**src/rtl/hlt_pkg.sv**
```systemverilog
// Contract
// - Limit from config, 2-byte, 1-byte or teach
// - Teach copies present measurement into limit
// - Download restores configured limit, drops external
// - Switch-on accepted only after switch-on delay
// - Cyclic sends old 0 during on-delay
// - Switch-off delay likewise; cyclic keeps 1
// - No-telegram condition also suppresses cyclic sends
// - Send-on-change sends every 0/1 transition
// - Cyclic setting nonzero sends periodically unless a no-telegram condition holds
// - Cyclic period is setting times ten seconds
// - No change-send and zero cycle: silent
// - Measured object as 7.001 or 9.029
// - Limit objects are 1-bit switch values
// - External limit accepted as 2-byte float
// - External limit accepted as 1-byte percent
// - Activation picks direction, value, no-telegram cases
// - Threshold 10..80 g/m3, hysteresis up to 10
package hlt_pkg;

	// ----------------------------------------
	// Timing
	// ----------------------------------------
	localparam int CLK_PERIOD_NS = 40; // 25 MHz reference
	localparam int SEC_NS = 1000000000; // One second in ns
	localparam int SEC_CYC = SEC_NS / CLK_PERIOD_NS; // Cycles per second tick
	localparam int CYC_UNIT_S = 10; // Cyclic step in seconds

	// ----------------------------------------
	// Object numbers and values
	// ----------------------------------------
	localparam logic [6:0] OBJ_MEAS = 7'h1a; // Measured value object 26
	localparam logic [6:0] OBJ_LIM1 = 7'h2c; // Limit 1 state object 44
	localparam logic [6:0] OBJ_LIM2 = 7'h3c; // Limit 2 state object 60
	localparam logic [6:0] OBJ_EXT2 = 7'h5c; // External limit 2 object 92
	localparam logic [15:0] RANGE_TOP = 16'h1f40; // Range top, 0.01 g/m3 units
	localparam logic [15:0] LIMIT_RST = 16'h0fa0; // 40 g/m3 before first download
	localparam logic [10:0] MANT_MAX = 11'h7ff; // Largest float mantissa
	localparam logic [15:0] PCT_FULL = 16'h00ff; // 1-byte full scale

	// Source of the limit
	typedef enum logic [1:0] {
		HLT_EXT_NONE = 2'b00,
		HLT_EXT_2B = 2'b01,
		HLT_EXT_1B = 2'b10,
		HLT_EXT_TEACH = 2'b11
	} hlt_ext_e;

	// Threshold table in 0.01 g/m3
	function automatic logic [15:0] hlt_thr(input logic [3:0] s);
		case (s)
			4'h0: hlt_thr = 16'h03e8;
			4'h1: hlt_thr = 16'h05dc;
			4'h2: hlt_thr = 16'h07d0;
			4'h3: hlt_thr = 16'h09c4;
			4'h4: hlt_thr = 16'h0bb8;
			4'h5: hlt_thr = 16'h0dac;
			4'h6: hlt_thr = 16'h0fa0;
			4'h7: hlt_thr = 16'h1388;
			4'h8: hlt_thr = 16'h1770;
			4'h9: hlt_thr = 16'h1b58;
			default: hlt_thr = 16'h1f40;
		endcase
	endfunction

	// Hysteresis table in 0.01 g/m3
	function automatic logic [15:0] hlt_hyst(input logic [2:0] s);
		case (s)
			3'h0: hlt_hyst = 16'h0000;
			3'h1: hlt_hyst = 16'h00c8;
			3'h2: hlt_hyst = 16'h012c;
			3'h3: hlt_hyst = 16'h01f4;
			3'h4: hlt_hyst = 16'h02bc;
			default: hlt_hyst = 16'h03e8;
		endcase
	endfunction

	// Delay table in seconds
	function automatic logic [11:0] hlt_dly(input logic [3:0] s);
		case (s)
			4'h0: hlt_dly = 12'h000;
			4'h1: hlt_dly = 12'h001;
			4'h2: hlt_dly = 12'h003;
			4'h3: hlt_dly = 12'h005;
			4'h4: hlt_dly = 12'h00a;
			4'h5: hlt_dly = 12'h00f;
			4'h6: hlt_dly = 12'h01e;
			4'h7: hlt_dly = 12'h03c;
			4'h8: hlt_dly = 12'h0b4;
			4'h9: hlt_dly = 12'h12c;
			4'ha: hlt_dly = 12'h258;
			4'hb: hlt_dly = 12'h384;
			4'hc: hlt_dly = 12'h708;
			default: hlt_dly = 12'he10;
		endcase
	endfunction

endpackage

```
**src/rtl/hlt_dly_if.sv**
```systemverilog
`timescale 1ns/1ns
// Raw condition in, delayed accepted state out
interface hlt_dly_if;
	logic raw; // Undelayed target state
	logic tick; // One-second pulse
	logic [3:0] on_sel; // Switch-on delay choice
	logic [3:0] off_sel; // Switch-off delay choice
	logic state; // Accepted limit state
	logic busy; // Delay timer running
	modport ctrl (output raw, output tick, output on_sel, output off_sel,
		input state, input busy);
	modport filt (input raw, input tick, input on_sel, input off_sel,
		output state, output busy);
endinterface

```
**src/rtl/hlt_limit.sv**
```systemverilog
`timescale 1ns/1ns
module hlt_limit #(
	parameter int TICK_CYCLES = hlt_pkg::SEC_CYC // Shorten for simulation
) (
	input wire logic ref_clk_i,
	input wire logic resetn_i,
	input wire logic [15:0] meas_i, // Absolute humidity, 0.01 g/m3
	input wire logic meas_valid_i, // New measurement pulse
	input wire logic meas_fmt_i, // 0: unsigned g/m3, 1: 2-byte float
	input wire logic [1:0] ext_mode_i, // Limit source
	input wire logic [3:0] thr_sel_i, // Configured threshold choice
	input wire logic [2:0] hyst_sel_i, // Hysteresis choice
	input wire logic [3:0] act_sel_i, // Activation choice 0..11
	input wire logic [3:0] on_dly_i, // Switch-on delay choice
	input wire logic [3:0] off_dly_i, // Switch-off delay choice
	input wire logic send_chg_i, // Send on change
	input wire logic [6:0] cyc_i, // Cyclic period, x10 s
	input wire logic cfg_load_i, // Configuration download pulse
	input wire logic ext_wr_i, // External limit write pulse
	input wire logic [15:0] ext_val_i, // External limit value
	input wire logic store_i, // Teach store pulse
	output logic [15:0] meas_obj_o, // Encoded measured value
	output logic meas_tx_o, // Measured value send pulse
	output logic [15:0] limit_o, // Active limit, 0.01 g/m3
	output logic lim_state_o, // Accepted limit state
	output logic lim_tx_o, // Limit object send pulse
	output logic lim_val_o, // Value carried by that send
	output logic [6:0] lim_obj_o // Object number of that send
);

	// ----------------------------------------
	// State
	// ----------------------------------------
	typedef struct packed {
		logic [31:0] div; // Second prescaler
		logic tick; // One-second pulse
		logic [15:0] limit; // Active limit
		logic raw; // Undelayed target state
		logic prev; // Last seen accepted state
		logic [10:0] cyc_cnt; // Seconds into cycle
		logic [15:0] mobj; // Encoded measurement
		logic mtx; // Measurement send
		logic ltx; // Limit send
		logic lval; // Limit send value
	} hlt_lim_s;

	hlt_lim_s q, d;
	hlt_dly_if dly ();

	logic [16:0] hi_thr; // Limit plus hysteresis
	logic [15:0] lo_thr; // Limit minus hysteresis, clamped
	logic [15:0] hyst;
	logic exc_fam, val_a, nt_a, nt_b, cond_a, cond_b;
	logic [31:0] ext_dec; // Decoded 2-byte float
	logic [31:0] pct_dec; // Decoded percentage
	logic [10:0] cyc_len; // Cycle length in seconds
	logic [15:0] mant;
	logic [3:0] expo;

	// ----------------------------------------
	// Combinational next state
	// ----------------------------------------
	always_comb begin
		d = q;
		// Second tick from the reference clock
		d.tick = 1'b0;
		if (q.div >= 32'(TICK_CYCLES - 1)) begin
			d.div = 32'h0000_0000;
			d.tick = 1'b1;
		end else begin
			d.div = q.div + 32'h0000_0001;
		end

		// External value decoding
		ext_dec = {21'h000000, ext_val_i[10:0]} << ext_val_i[14:11];
		pct_dec = ({24'h000000, ext_val_i[7:0]} * {16'h0000, hlt_pkg::RANGE_TOP})
			/ {16'h0000, hlt_pkg::PCT_FULL};

		// Limit source; download wins over any external write
		if (cfg_load_i) begin
			d.limit = hlt_pkg::hlt_thr(thr_sel_i);
		end else if (store_i && ext_mode_i == hlt_pkg::HLT_EXT_TEACH) begin
			d.limit = meas_i;
		end else if (ext_wr_i && ext_mode_i == hlt_pkg::HLT_EXT_2B) begin
			// Negative floats give zero, oversize saturates
			if (ext_val_i[15]) begin
				d.limit = 16'h0000;
			end else if (ext_dec > 32'h0000_ffff) begin
				d.limit = 16'hffff;
			end else begin
				d.limit = ext_dec[15:0];
			end
		end else if (ext_wr_i && ext_mode_i == hlt_pkg::HLT_EXT_1B) begin
			d.limit = pct_dec[15:0];
		end

		// Activation decode: family, first value, no-telegram sides
		// Bit 1 low picks the exceed family in every group of four
		exc_fam = !act_sel_i[1];
		val_a = (act_sel_i < 4'h8) ? !act_sel_i[0] : act_sel_i[0];
		nt_a = (act_sel_i >= 4'h8) && (act_sel_i <= 4'hb);
		nt_b = (act_sel_i >= 4'h4) && (act_sel_i <= 4'h7);

		// Thresholds with hysteresis
		hyst = hlt_pkg::hlt_hyst(hyst_sel_i);
		hi_thr = {1'b0, q.limit} + {1'b0, hyst};
		lo_thr = (q.limit > hyst) ? q.limit - hyst : 16'h0000;
		cond_a = exc_fam ? (meas_i > q.limit) : (meas_i < q.limit);
		cond_b = exc_fam ? (meas_i < lo_thr) : ({1'b0, meas_i} > hi_thr);

		// A no-telegram crossing leaves the target alone
		if (cond_a && !nt_a) begin
			d.raw = val_a;
		end else if (cond_b && !nt_b) begin
			d.raw = nt_a ? val_a : !val_a;
		end

		// Change send, then cyclic send
		d.prev = dly.state;
		d.ltx = 1'b0;
		d.lval = dly.state;
		cyc_len = 11'(cyc_i) * 11'(hlt_pkg::CYC_UNIT_S);
		if (dly.state != q.prev && send_chg_i) begin
			d.ltx = 1'b1;
		end
		if (cyc_i == 7'h00) begin
			d.cyc_cnt = 11'h000;
		end else if (q.tick) begin
			if (q.cyc_cnt + 11'h001 >= cyc_len) begin
				d.cyc_cnt = 11'h000;
				// Held no-telegram condition mutes the repeat
				if (!((cond_a && nt_a) || (cond_b && nt_b))) begin
					d.ltx = 1'b1;
				end
			end else begin
				d.cyc_cnt = q.cyc_cnt + 11'h001;
			end
		end

		// Measured value object encoding
		mant = meas_i;
		expo = 4'h0;
		for (int i = 0; i < 6; i++) begin
			if (mant > {5'h00, hlt_pkg::MANT_MAX}) begin
				mant = mant >> 1;
				expo = expo + 4'h1;
			end
		end
		d.mtx = meas_valid_i;
		if (meas_valid_i) begin
			d.mobj = meas_fmt_i ? {1'b0, expo, mant[10:0]} : meas_i / 16'h0064;
		end
	end

	// Register the state
	always_ff @(posedge ref_clk_i or negedge resetn_i) begin
		if (!resetn_i) begin
			q <= '0;
			q.limit <= hlt_pkg::LIMIT_RST;
		end else begin
			q <= d;
		end
	end

	// ----------------------------------------
	// Delay filter
	// ----------------------------------------
	assign dly.raw = q.raw;
	assign dly.tick = q.tick;
	assign dly.on_sel = on_dly_i;
	assign dly.off_sel = off_dly_i;

	hlt_delay u_delay (
		.ref_clk_i(ref_clk_i),
		.resetn_i(resetn_i),
		.dly(dly)
	);

	// Outputs straight from flip-flops, except the fixed object number
	assign meas_obj_o = q.mobj;
	assign meas_tx_o = q.mtx;
	assign limit_o = q.limit;
	assign lim_state_o = q.prev;
	assign lim_tx_o = q.ltx;
	assign lim_val_o = q.lval;
	assign lim_obj_o = hlt_pkg::OBJ_LIM2;

	// ----------------------------------------
	// Checks
	// ----------------------------------------
	a_change_sends: assert property (@(posedge ref_clk_i) disable iff (!resetn_i)
		(dly.state != q.prev && send_chg_i) |=> lim_tx_o && lim_val_o == $past(dly.state))
		else $error("change not sent");
	a_never_sends: assert property (@(posedge ref_clk_i) disable iff (!resetn_i)
		(!send_chg_i && cyc_i == 7'h00)[*2] |-> !lim_tx_o) else $error("silent mode sent");
	a_teach_copy: assert property (@(posedge ref_clk_i) disable iff (!resetn_i)
		(store_i && !cfg_load_i && ext_mode_i == hlt_pkg::HLT_EXT_TEACH)
		|=> limit_o == $past(meas_i)) else $error("teach not stored");
	a_download_cfg: assert property (@(posedge ref_clk_i) disable iff (!resetn_i)
		cfg_load_i |=> limit_o == hlt_pkg::hlt_thr($past(thr_sel_i))) else $error("download lost");
	a_ext_ignored: assert property (@(posedge ref_clk_i) disable iff (!resetn_i)
		(ext_wr_i && !store_i && !cfg_load_i && ext_mode_i == hlt_pkg::HLT_EXT_NONE)
		|=> $stable(limit_o)) else $error("external used while off");
	a_tx_value: assert property (@(posedge ref_clk_i) disable iff (!resetn_i)
		lim_tx_o |-> lim_val_o == $past(dly.state)) else $error("wrong value sent");
	// Measured object leaves one cycle after each new sample
	a_meas_send: assert property (@(posedge ref_clk_i) disable iff (!resetn_i)
		meas_valid_i |=> meas_tx_o) else $error("measured value not sent");
	a_meas_hold: assert property (@(posedge ref_clk_i) disable iff (!resetn_i)
		!meas_valid_i |=> !meas_tx_o && $stable(meas_obj_o))
		else $error("measured value moved");
	// Negative external floats clamp the limit to zero
	a_ext_negative: assert property (@(posedge ref_clk_i) disable iff (!resetn_i)
		(ext_wr_i && !cfg_load_i && ext_mode_i == hlt_pkg::HLT_EXT_2B && ext_val_i[15])
		|=> limit_o == 16'h0000) else $error("negative limit not clamped");
	// Full-scale percent gives the range top
	a_pct_top: assert property (@(posedge ref_clk_i) disable iff (!resetn_i)
		(ext_wr_i && !cfg_load_i && ext_mode_i == hlt_pkg::HLT_EXT_1B
		&& ext_val_i[7:0] == 8'hff) |=> limit_o == hlt_pkg::RANGE_TOP)
		else $error("percent top wrong");
	// Without change sends only a tick can launch a telegram
	a_no_chg_send: assert property (@(posedge ref_clk_i) disable iff (!resetn_i)
		(!send_chg_i && !q.tick) |=> !lim_tx_o) else $error("change sent while off");
	// A held no-telegram condition mutes the repeat as well
	a_cyc_muted: assert property (@(posedge ref_clk_i) disable iff (!resetn_i)
		(!send_chg_i && ((cond_a && nt_a) || (cond_b && nt_b))) |=> !lim_tx_o)
		else $error("cyclic send not muted");
endmodule

```
**src/rtl/hlt_delay.sv**
```systemverilog
`timescale 1ns/1ns
module hlt_delay (
	input wire logic ref_clk_i,
	input wire logic resetn_i,
	hlt_dly_if.filt dly
);

	// ----------------------------------------
	// State
	// ----------------------------------------
	typedef struct packed {
		logic st; // Accepted state
		logic busy; // Timer running
		logic [11:0] cnt; // Elapsed seconds
	} hlt_dly_s;

	hlt_dly_s q, d;
	logic [11:0] need; // Delay for pending direction

	// Accept raw state after its direction's delay
	always_comb begin
		d = q;
		need = dly.raw ? hlt_pkg::hlt_dly(dly.on_sel) : hlt_pkg::hlt_dly(dly.off_sel);
		if (dly.raw == q.st) begin
			// Condition reverted or settled: drop the timer
			d.busy = 1'b0;
			d.cnt = 12'h000;
		end else if (need == 12'h000) begin
			d.st = dly.raw;
		end else if (!q.busy) begin
			d.busy = 1'b1;
			d.cnt = 12'h000;
		end else if (dly.tick) begin
			// Old state stays until full delay has elapsed
			if (q.cnt + 12'h001 >= need) begin
				d.st = dly.raw;
				d.busy = 1'b0;
				d.cnt = 12'h000;
			end else begin
				d.cnt = q.cnt + 12'h001;
			end
		end
	end

	// Register the state
	always_ff @(posedge ref_clk_i or negedge resetn_i) begin
		if (!resetn_i) begin
			q <= '0;
		end else begin
			q <= d;
		end
	end

	assign dly.state = q.st;
	assign dly.busy = q.busy;

	// ----------------------------------------
	// Checks
	// ----------------------------------------
	a_no_delay_follow: assert property (@(posedge ref_clk_i) disable iff (!resetn_i)
		(dly.raw != dly.state && hlt_pkg::hlt_dly(dly.raw ? dly.on_sel : dly.off_sel) == 12'h000)
		|=> dly.state == $past(dly.raw)) else $error("zero delay not followed");
	a_revert_cancel: assert property (@(posedge ref_clk_i) disable iff (!resetn_i)
		(dly.raw == dly.state) |=> !dly.busy) else $error("timer not cancelled");
	a_hold_old: assert property (@(posedge ref_clk_i) disable iff (!resetn_i)
		(dly.busy && !dly.tick) |=> $stable(dly.state)) else $error("state moved early");
endmodule

```
**config.mk**
```make
export PLATFORM = sky130hd
export DESIGN_NAME = hlt_limit
export DESIGN_NICKNAME = d
export VERILOG_FILES = /design/src/rtl/hlt_pkg.sv /design/src/rtl/hlt_dly_if.sv /design/src/rtl/hlt_limit.sv /design/src/rtl/hlt_delay.sv
export SDC_FILE = /design/constraint.sdc
export NUM_CORES = 1
export LEC_CHECK = 0
export BUFFER_PORTS_ARGS = -buffer_cell sky130_fd_sc_hd__clkbuf_2
export CORE_MARGIN = 1.5
export CORE_UTILIZATION = 52
export DETAILED_ROUTE_END_ITERATION = 8
export PLACE_DENSITY = 0.72
export SYNTH_ARGS = -nofsm -noshare
export SYNTH_HDL_FRONTEND = slang
export SYNTH_SLANG_ARGS = --single-unit
```
**constraint.sdc**
```tcl
create_clock -name ref_clk_i -period 3.8 [get_ports ref_clk_i]
set_input_delay 0.95 -clock ref_clk_i [delete_from_list [all_inputs] [get_ports ref_clk_i]]
set_output_delay 0.95 -clock ref_clk_i [all_outputs]
set_load 0.02 [all_outputs]
```
# Word-level counts from Yosys, hierarchy flattened
# Memories as Yosys holds them, arrays and structs flattened.
# Index checks and enable logic that the tools add are counted.
# word_totals
regBits	94
romBits	544
input_bits	68
wordCells	134
memories	3
# op_classes
add_sub_neg	10
n_mul	2
div	2
magnitude_cmp	20
n_eq_ne	11
shifts	1
mux	46
bitwise_logic	1
reduce_logical	26
# mem_list
name	words	word_bits	read_ports	rd_clocked_by_memory_dff	wr	line	rtl
(no name shown)	16	12	1	0	0	hlt_pkg.sv:80	case (s)
(no name shown)	16	12	1	0	0	hlt_pkg.sv:80	
(no name shown)	16	10	1	0	0	hlt_pkg.sv:51	case (s)
# ops
op	count
$mux W16	13
$gt A16 B11 Y1 const B	6
$pmux W10 S5	1
$mux W11	4
$mux W13	3
$add A32 B1 Y32 const B	1
$div A21 B8 Y32 const B	1
$ge A32 B25 Y1 const B	1
$gt A16 B16 Y1	2
$gt A32 B16 Y1 const B	1
$lt A16 B16 Y1	2
$mux W32	1
$shl A11 B4 Y32	1
$mux W12	2
$add A4 B1 Y4 const B	5
$mux W4	5
$add A16 B16 Y17	1
$gt A16 B17 Y1	1
$div A16 B7 Y16 const B	1
$sub A16 B16 Y16	1
$mul A8 B7 Y15 const B	1
$mux W1	15
$mux W14	1
$add A12 B1 Y12 const B	1
other kinds (30)	48

# Logic depth before layout (Yosys ltp)
# logic_depth
depth_word	13
ltp_mapped	65
mapped_depth_nobuf	58

# Hierarchy
# From an unflattened synthesis, not the netlist that was laid out.
# hier_totals
cells_unflattened	2248
area_unflattened_um2	17269.1
# by_module_without_submodules
mod	instances	cells_each	area_each_um2
hlt_limit	1	2027	15507.4
hlt_delay	1	221	1761.7

# Least setup slack after synthesis
# OpenSTA, ideal clock, no wires.
# synth_timing
path_type	input-to-reg
startpoint	input port ext_val_i[0]
endpoint	register q, in the netlist limit_o[0]
setup_ns	0.134
arrival_ns	14.498
required_ns	3.666
setup_slack_ns	-10.832
stages	59
n_path_buf	4
path_cell_list	fa_1 -> xor2_1 -> ha_1 -> or2_2 -> fa_1 -> fa_1 -> ha_1 -> a21oi_1 -> o211ai_2 -> a221o_1 -> nor4b_4 -> and3_1 -> buf_2 -> and3_1 -> o211ai_1 -> a211o_1 -> a2111oi_4 -> o2bb2ai_2 -> [... 23 more ...] -> nor2_1 -> xnor2_1 -> ha_1 -> and3_1 -> a32o_1 -> nand2_1 -> xnor2_1 -> ha_1 -> nand2_1 -> nor3b_2 -> xnor2_1 -> ha_1 -> o211ai_1 -> a221oi_1 -> o21ai_1 -> o32a_1 -> o41ai_1 -> o21ai_1
# synth_between
elab_chain_len	7
word_cells_on_any_way	10
cone_classes	1 x mul; 1 x div; 1 x order compare; 1 x shift; 6 x mux
# synth_rtl
element	line	rtl
start: declaration	hlt_limit.sv:20	input wire logic [15:0] ext_val_i,
branches (longest 4 deep; another with $div A21 B8 Y32)	--	
$mux W16 (*)	hlt_limit.sv:84	end else if (ext_wr_i && ext_mode_i == hlt_pkg::HLT_EXT_2B) begin
$mux W16 (*)	hlt_limit.sv:82	end else if (store_i && ext_mode_i == hlt_pkg::HLT_EXT_TEACH) begin
$mux W16 (*)	hlt_limit.sv:80	if (cfg_load_i) begin
end: declaration	hlt_limit.sv:47	hlt_lim_s q, d;
# Every way passes the cells marked *. The select of a mux whose other input is x is not followed.
# A chain may end at the register's enable or synchronous reset.

# Worst setup path after layout
# Same ends and word-level chain as after synthesis.

==> results by group <==
Final layout
  • Cell Count, Final, Fillers Out: between 3000 and 4000
  • Commonest cells after routing, fill and taps aside: 582 x buf_4, 199 x nor2_1, 164 x nand2_1
  • Multi-input logic area: ~0.014 mm2
  • Layout fillers: approximately 1900
  • Fin nets: 3020
  • Layout cells sized above 1: 41.0%
  • Register area: ~0.0023 mm2
  • Syn-to-layout area delta: 51.2%
  • Commonest non-fill, non-tap cell in the layout: buf_4

Clocking
  • Clk buf depth: 2
  • Reg clk slew, reported paths: 0.07 ns
  • Cts bufs inserted: 9
  • H-tree lvl count: 3
  • Clock sink count: 93
  • CTS root buffer: clkbuf_16
  • CTS tree: done
  • Clock latency reported for the late side of the worst-skew pair: between 0.3 and 0.4 ns

Timing
  • Period utilization: 365%
  • Hold Vio Cnt, Final: 0
  • Final Slew Violations: 0
  • Slew @ Worst Pin: around 1.3 ns
  • Final WS setup: -10.06 ns
  • Peak Freq: slightly above 70 MHz
  • Final setup vio count: 29
  • Period minus WS final: about 14 ns
  • Relative slew slack: 9.73%
  • Setup repair after global routing missed its margin: yes
  • Hold_ws: slightly below 0.5 ns
  • Clock skew: 0.0111 ns

Critical path
  • CP Launch Type: primary input
  • Worst Setup End Kind: flip-flop
  • Worst R2R Path Depth: 24
  • CP arrival: between 10 and 15 ns
  • Slowest stage delay, CP: 0.52 ns
  • Critical path's most frequent cell: buf_4
  • Slowest stage cell, crit path: fa_1
  • Worst path required time: 4.04 ns
  • Critical path type: in2reg
  • Crit Path Max Fanout: 9

Floorplanning
  • DIE WIDTH: 177 um
  • DIE HEIGHT: ~180 um
  • Die area: 0.0314 mm2
  • # IOs: between 100 and 150
  • Core ar.: between 0.02 and 0.03 mm2
  • Initial core utilization: between 50% and 60%
  • # rows: 63

Route
  • # DRC: 0
  • Via Count: about 20000
  • Met3 Wirelength: between 4 and 5 mm
  • Uppermost layer routed: met5
  • Detail Route met2 WL: between 20 and 30 mm
  • Wl on met1: approximately 24 mm
  • DR WL/cell: 19.0 um
  • ANT nets after route: 0
  • DRT iter0 DRCs: roughly 1700
  • Vias per cell: slightly above 6
  • Drt pass-1 iters: 6
  • DRT Wirelength: around 60 mm

Global routing
  • Global-route usage over all layers: a little over a third
  • Global route total overflow: 0
  • Pin count of the biggest net entering global routing: 32
  • Initial antenna violation count: 4
  • First-pass GRT wire length: about 90 mm
  • Vias in the first global route: 18876

Placement
  • Dpl cells: 3027
  • DP HPWL: 42.0 mm
  • PortBufs: between 100 and 150
  • Setup WS pre-CTS: -10.26 ns
  • GP Congestion: 0.951

Yosys
  • Syn Area/Cell: between 7 and 8 um2
  • Asr flop ratio synth: 100%
  • Post-Syn Area: roughly 0.016 mm2
  • Ys Warns: 0
  • Distinct cells, synth: about 110
  • Synth Flop Type: dfrtp_1
  • Post-synthesis sequential area ratio: 14.8%
  • Post-synth EDFFs: 0
  • #FFs+latches synth: between 90 and 100
  • Synthesized instance count: ~2100

Worst hold path
  • Worst min path class: reg2reg
  • Hold depth: 1

Run status
  • Failing checks: setup timing
  • Outcome: complete, but fails checks

Flow run
  • Max cap viols: 0
layer usage:
metal	vias up	track usage, %
met5	-	0
met3	254	4.57
met4	4	14.3
li1	9018	-
met1	9349	44.5
met2	939	61.5
critical path: cells and delay by family:
family / cells / cell delay [ns]
AOI/OAI and AO/OA: 16 / 3.50
adders and majority gates: 9 / 2.71
buffers and inverters: 12 / 1.72
xor gates and xnor gates: 5 / 0.83
and+or+nand+nor: 23 / 4.36
cell usage after synthesis, types with 41 or more instances:
| cell | n | share of area, % |
|---|---|---|
| ha_1 | 158 | 13 |
| o21ai_0 | 122 | 3.9 |
| nand2_1 | 182 | 4.3 |
| clkbuf_1 | 79 | 1.9 |
| nand2b_1 | 41 | 1.6 |
| a21oi_1 | 157 | 5.0 |
| buf_4 | 41 | 2.0 |
| mux2i_1 | 42 | 2.7 |
| nand4_1 | 44 | 1.7 |
| nor3_1 | 47 | 1.5 |
| nand3_1 | 64 | 2.0 |
| dfrtp_1 | 87 | 14 |
| xor2_1 | 49 | 2.7 |
| xnor2_1 | 73 | 4.1 |
| nor2_1 | 221 | 5.3 |
| inv_1 | 121 | 2.9 |
through the flow:
stage	cell area [um2]	setup TNS [ns]	util [%]
global placement	20900	-104.01	70.3
finish	23900	-99.34	80.3
global route	23900	-108.12	80.3
floorplan	16600	-91.16	-
CTS	23000	-92.66	77.3
detailed placement	20900	-110.14	70.3
repair_timing:
action | in CTS | in global routing
pin swaps | 129 | 134
setup buffers | 86 | 47
resized for setup | 246 | 141
hold buffers | 0 | 0
endpoints found under the hold margin | 0 | 0
endpoints found under the setup margin | 31 | 40
gates cloned | 2 | 0
registers in the layout, indices dropped and copies added (netlist names), 12 cells and up:
register	flops
limit_o	16
meas_obj_o	15
q	43
u_delay.q	12
kinds of logic after synthesis:
group	share of synthesized area, %
XOR/XNOR	6.88
flip-flops	14.8
AND/OR/NAND/NOR	24.5
adder cells (fa/ha/maj)	16.0
multiplexers	3.59
AO/OA/AOI/OAI	26.9
buffers and inverters	7.25
other	0.0476
worst paths after layout:
check	slack, ns	start	to
min in group asynchronous	0.51	resetn_i	meas_obj_o[6]$_DFFE_PN0P_
worst max-delay path	-10.06	ext_val_i[0]	limit_o[0]$_DFFE_PN0P_
worst min register to register	0.48	q[49]$_DFF_PN0_	q[49]$_DFF_PN0_
max in group asynchronous	2.54	resetn_i	limit_o[5]$_DFFE_PN1P_
worst min-delay path	0.48	q[49]$_DFF_PN0_	q[49]$_DFF_PN0_
worst max register to register	-0.46	limit_o[2]$_DFFE_PN0P_	dly.raw$_DFFE_PN0P_
layout make-up:
type | instances | area share, %
diodes | 2 | 0.0210
clock buffers | 10 | 1.00
clock inverters | 6 | 0.278
inverters | 123 | 1.99
multi-input cells | 1782 | 60.1
flip-flops and latches | 93 | 9.79
well taps | 390 | 2.05
repair buffers | 761 | 24.7
Power is left out: the tool's default activity adds up to more than one toggle a clock period on the data nets, which glitch-free logic cannot reach.
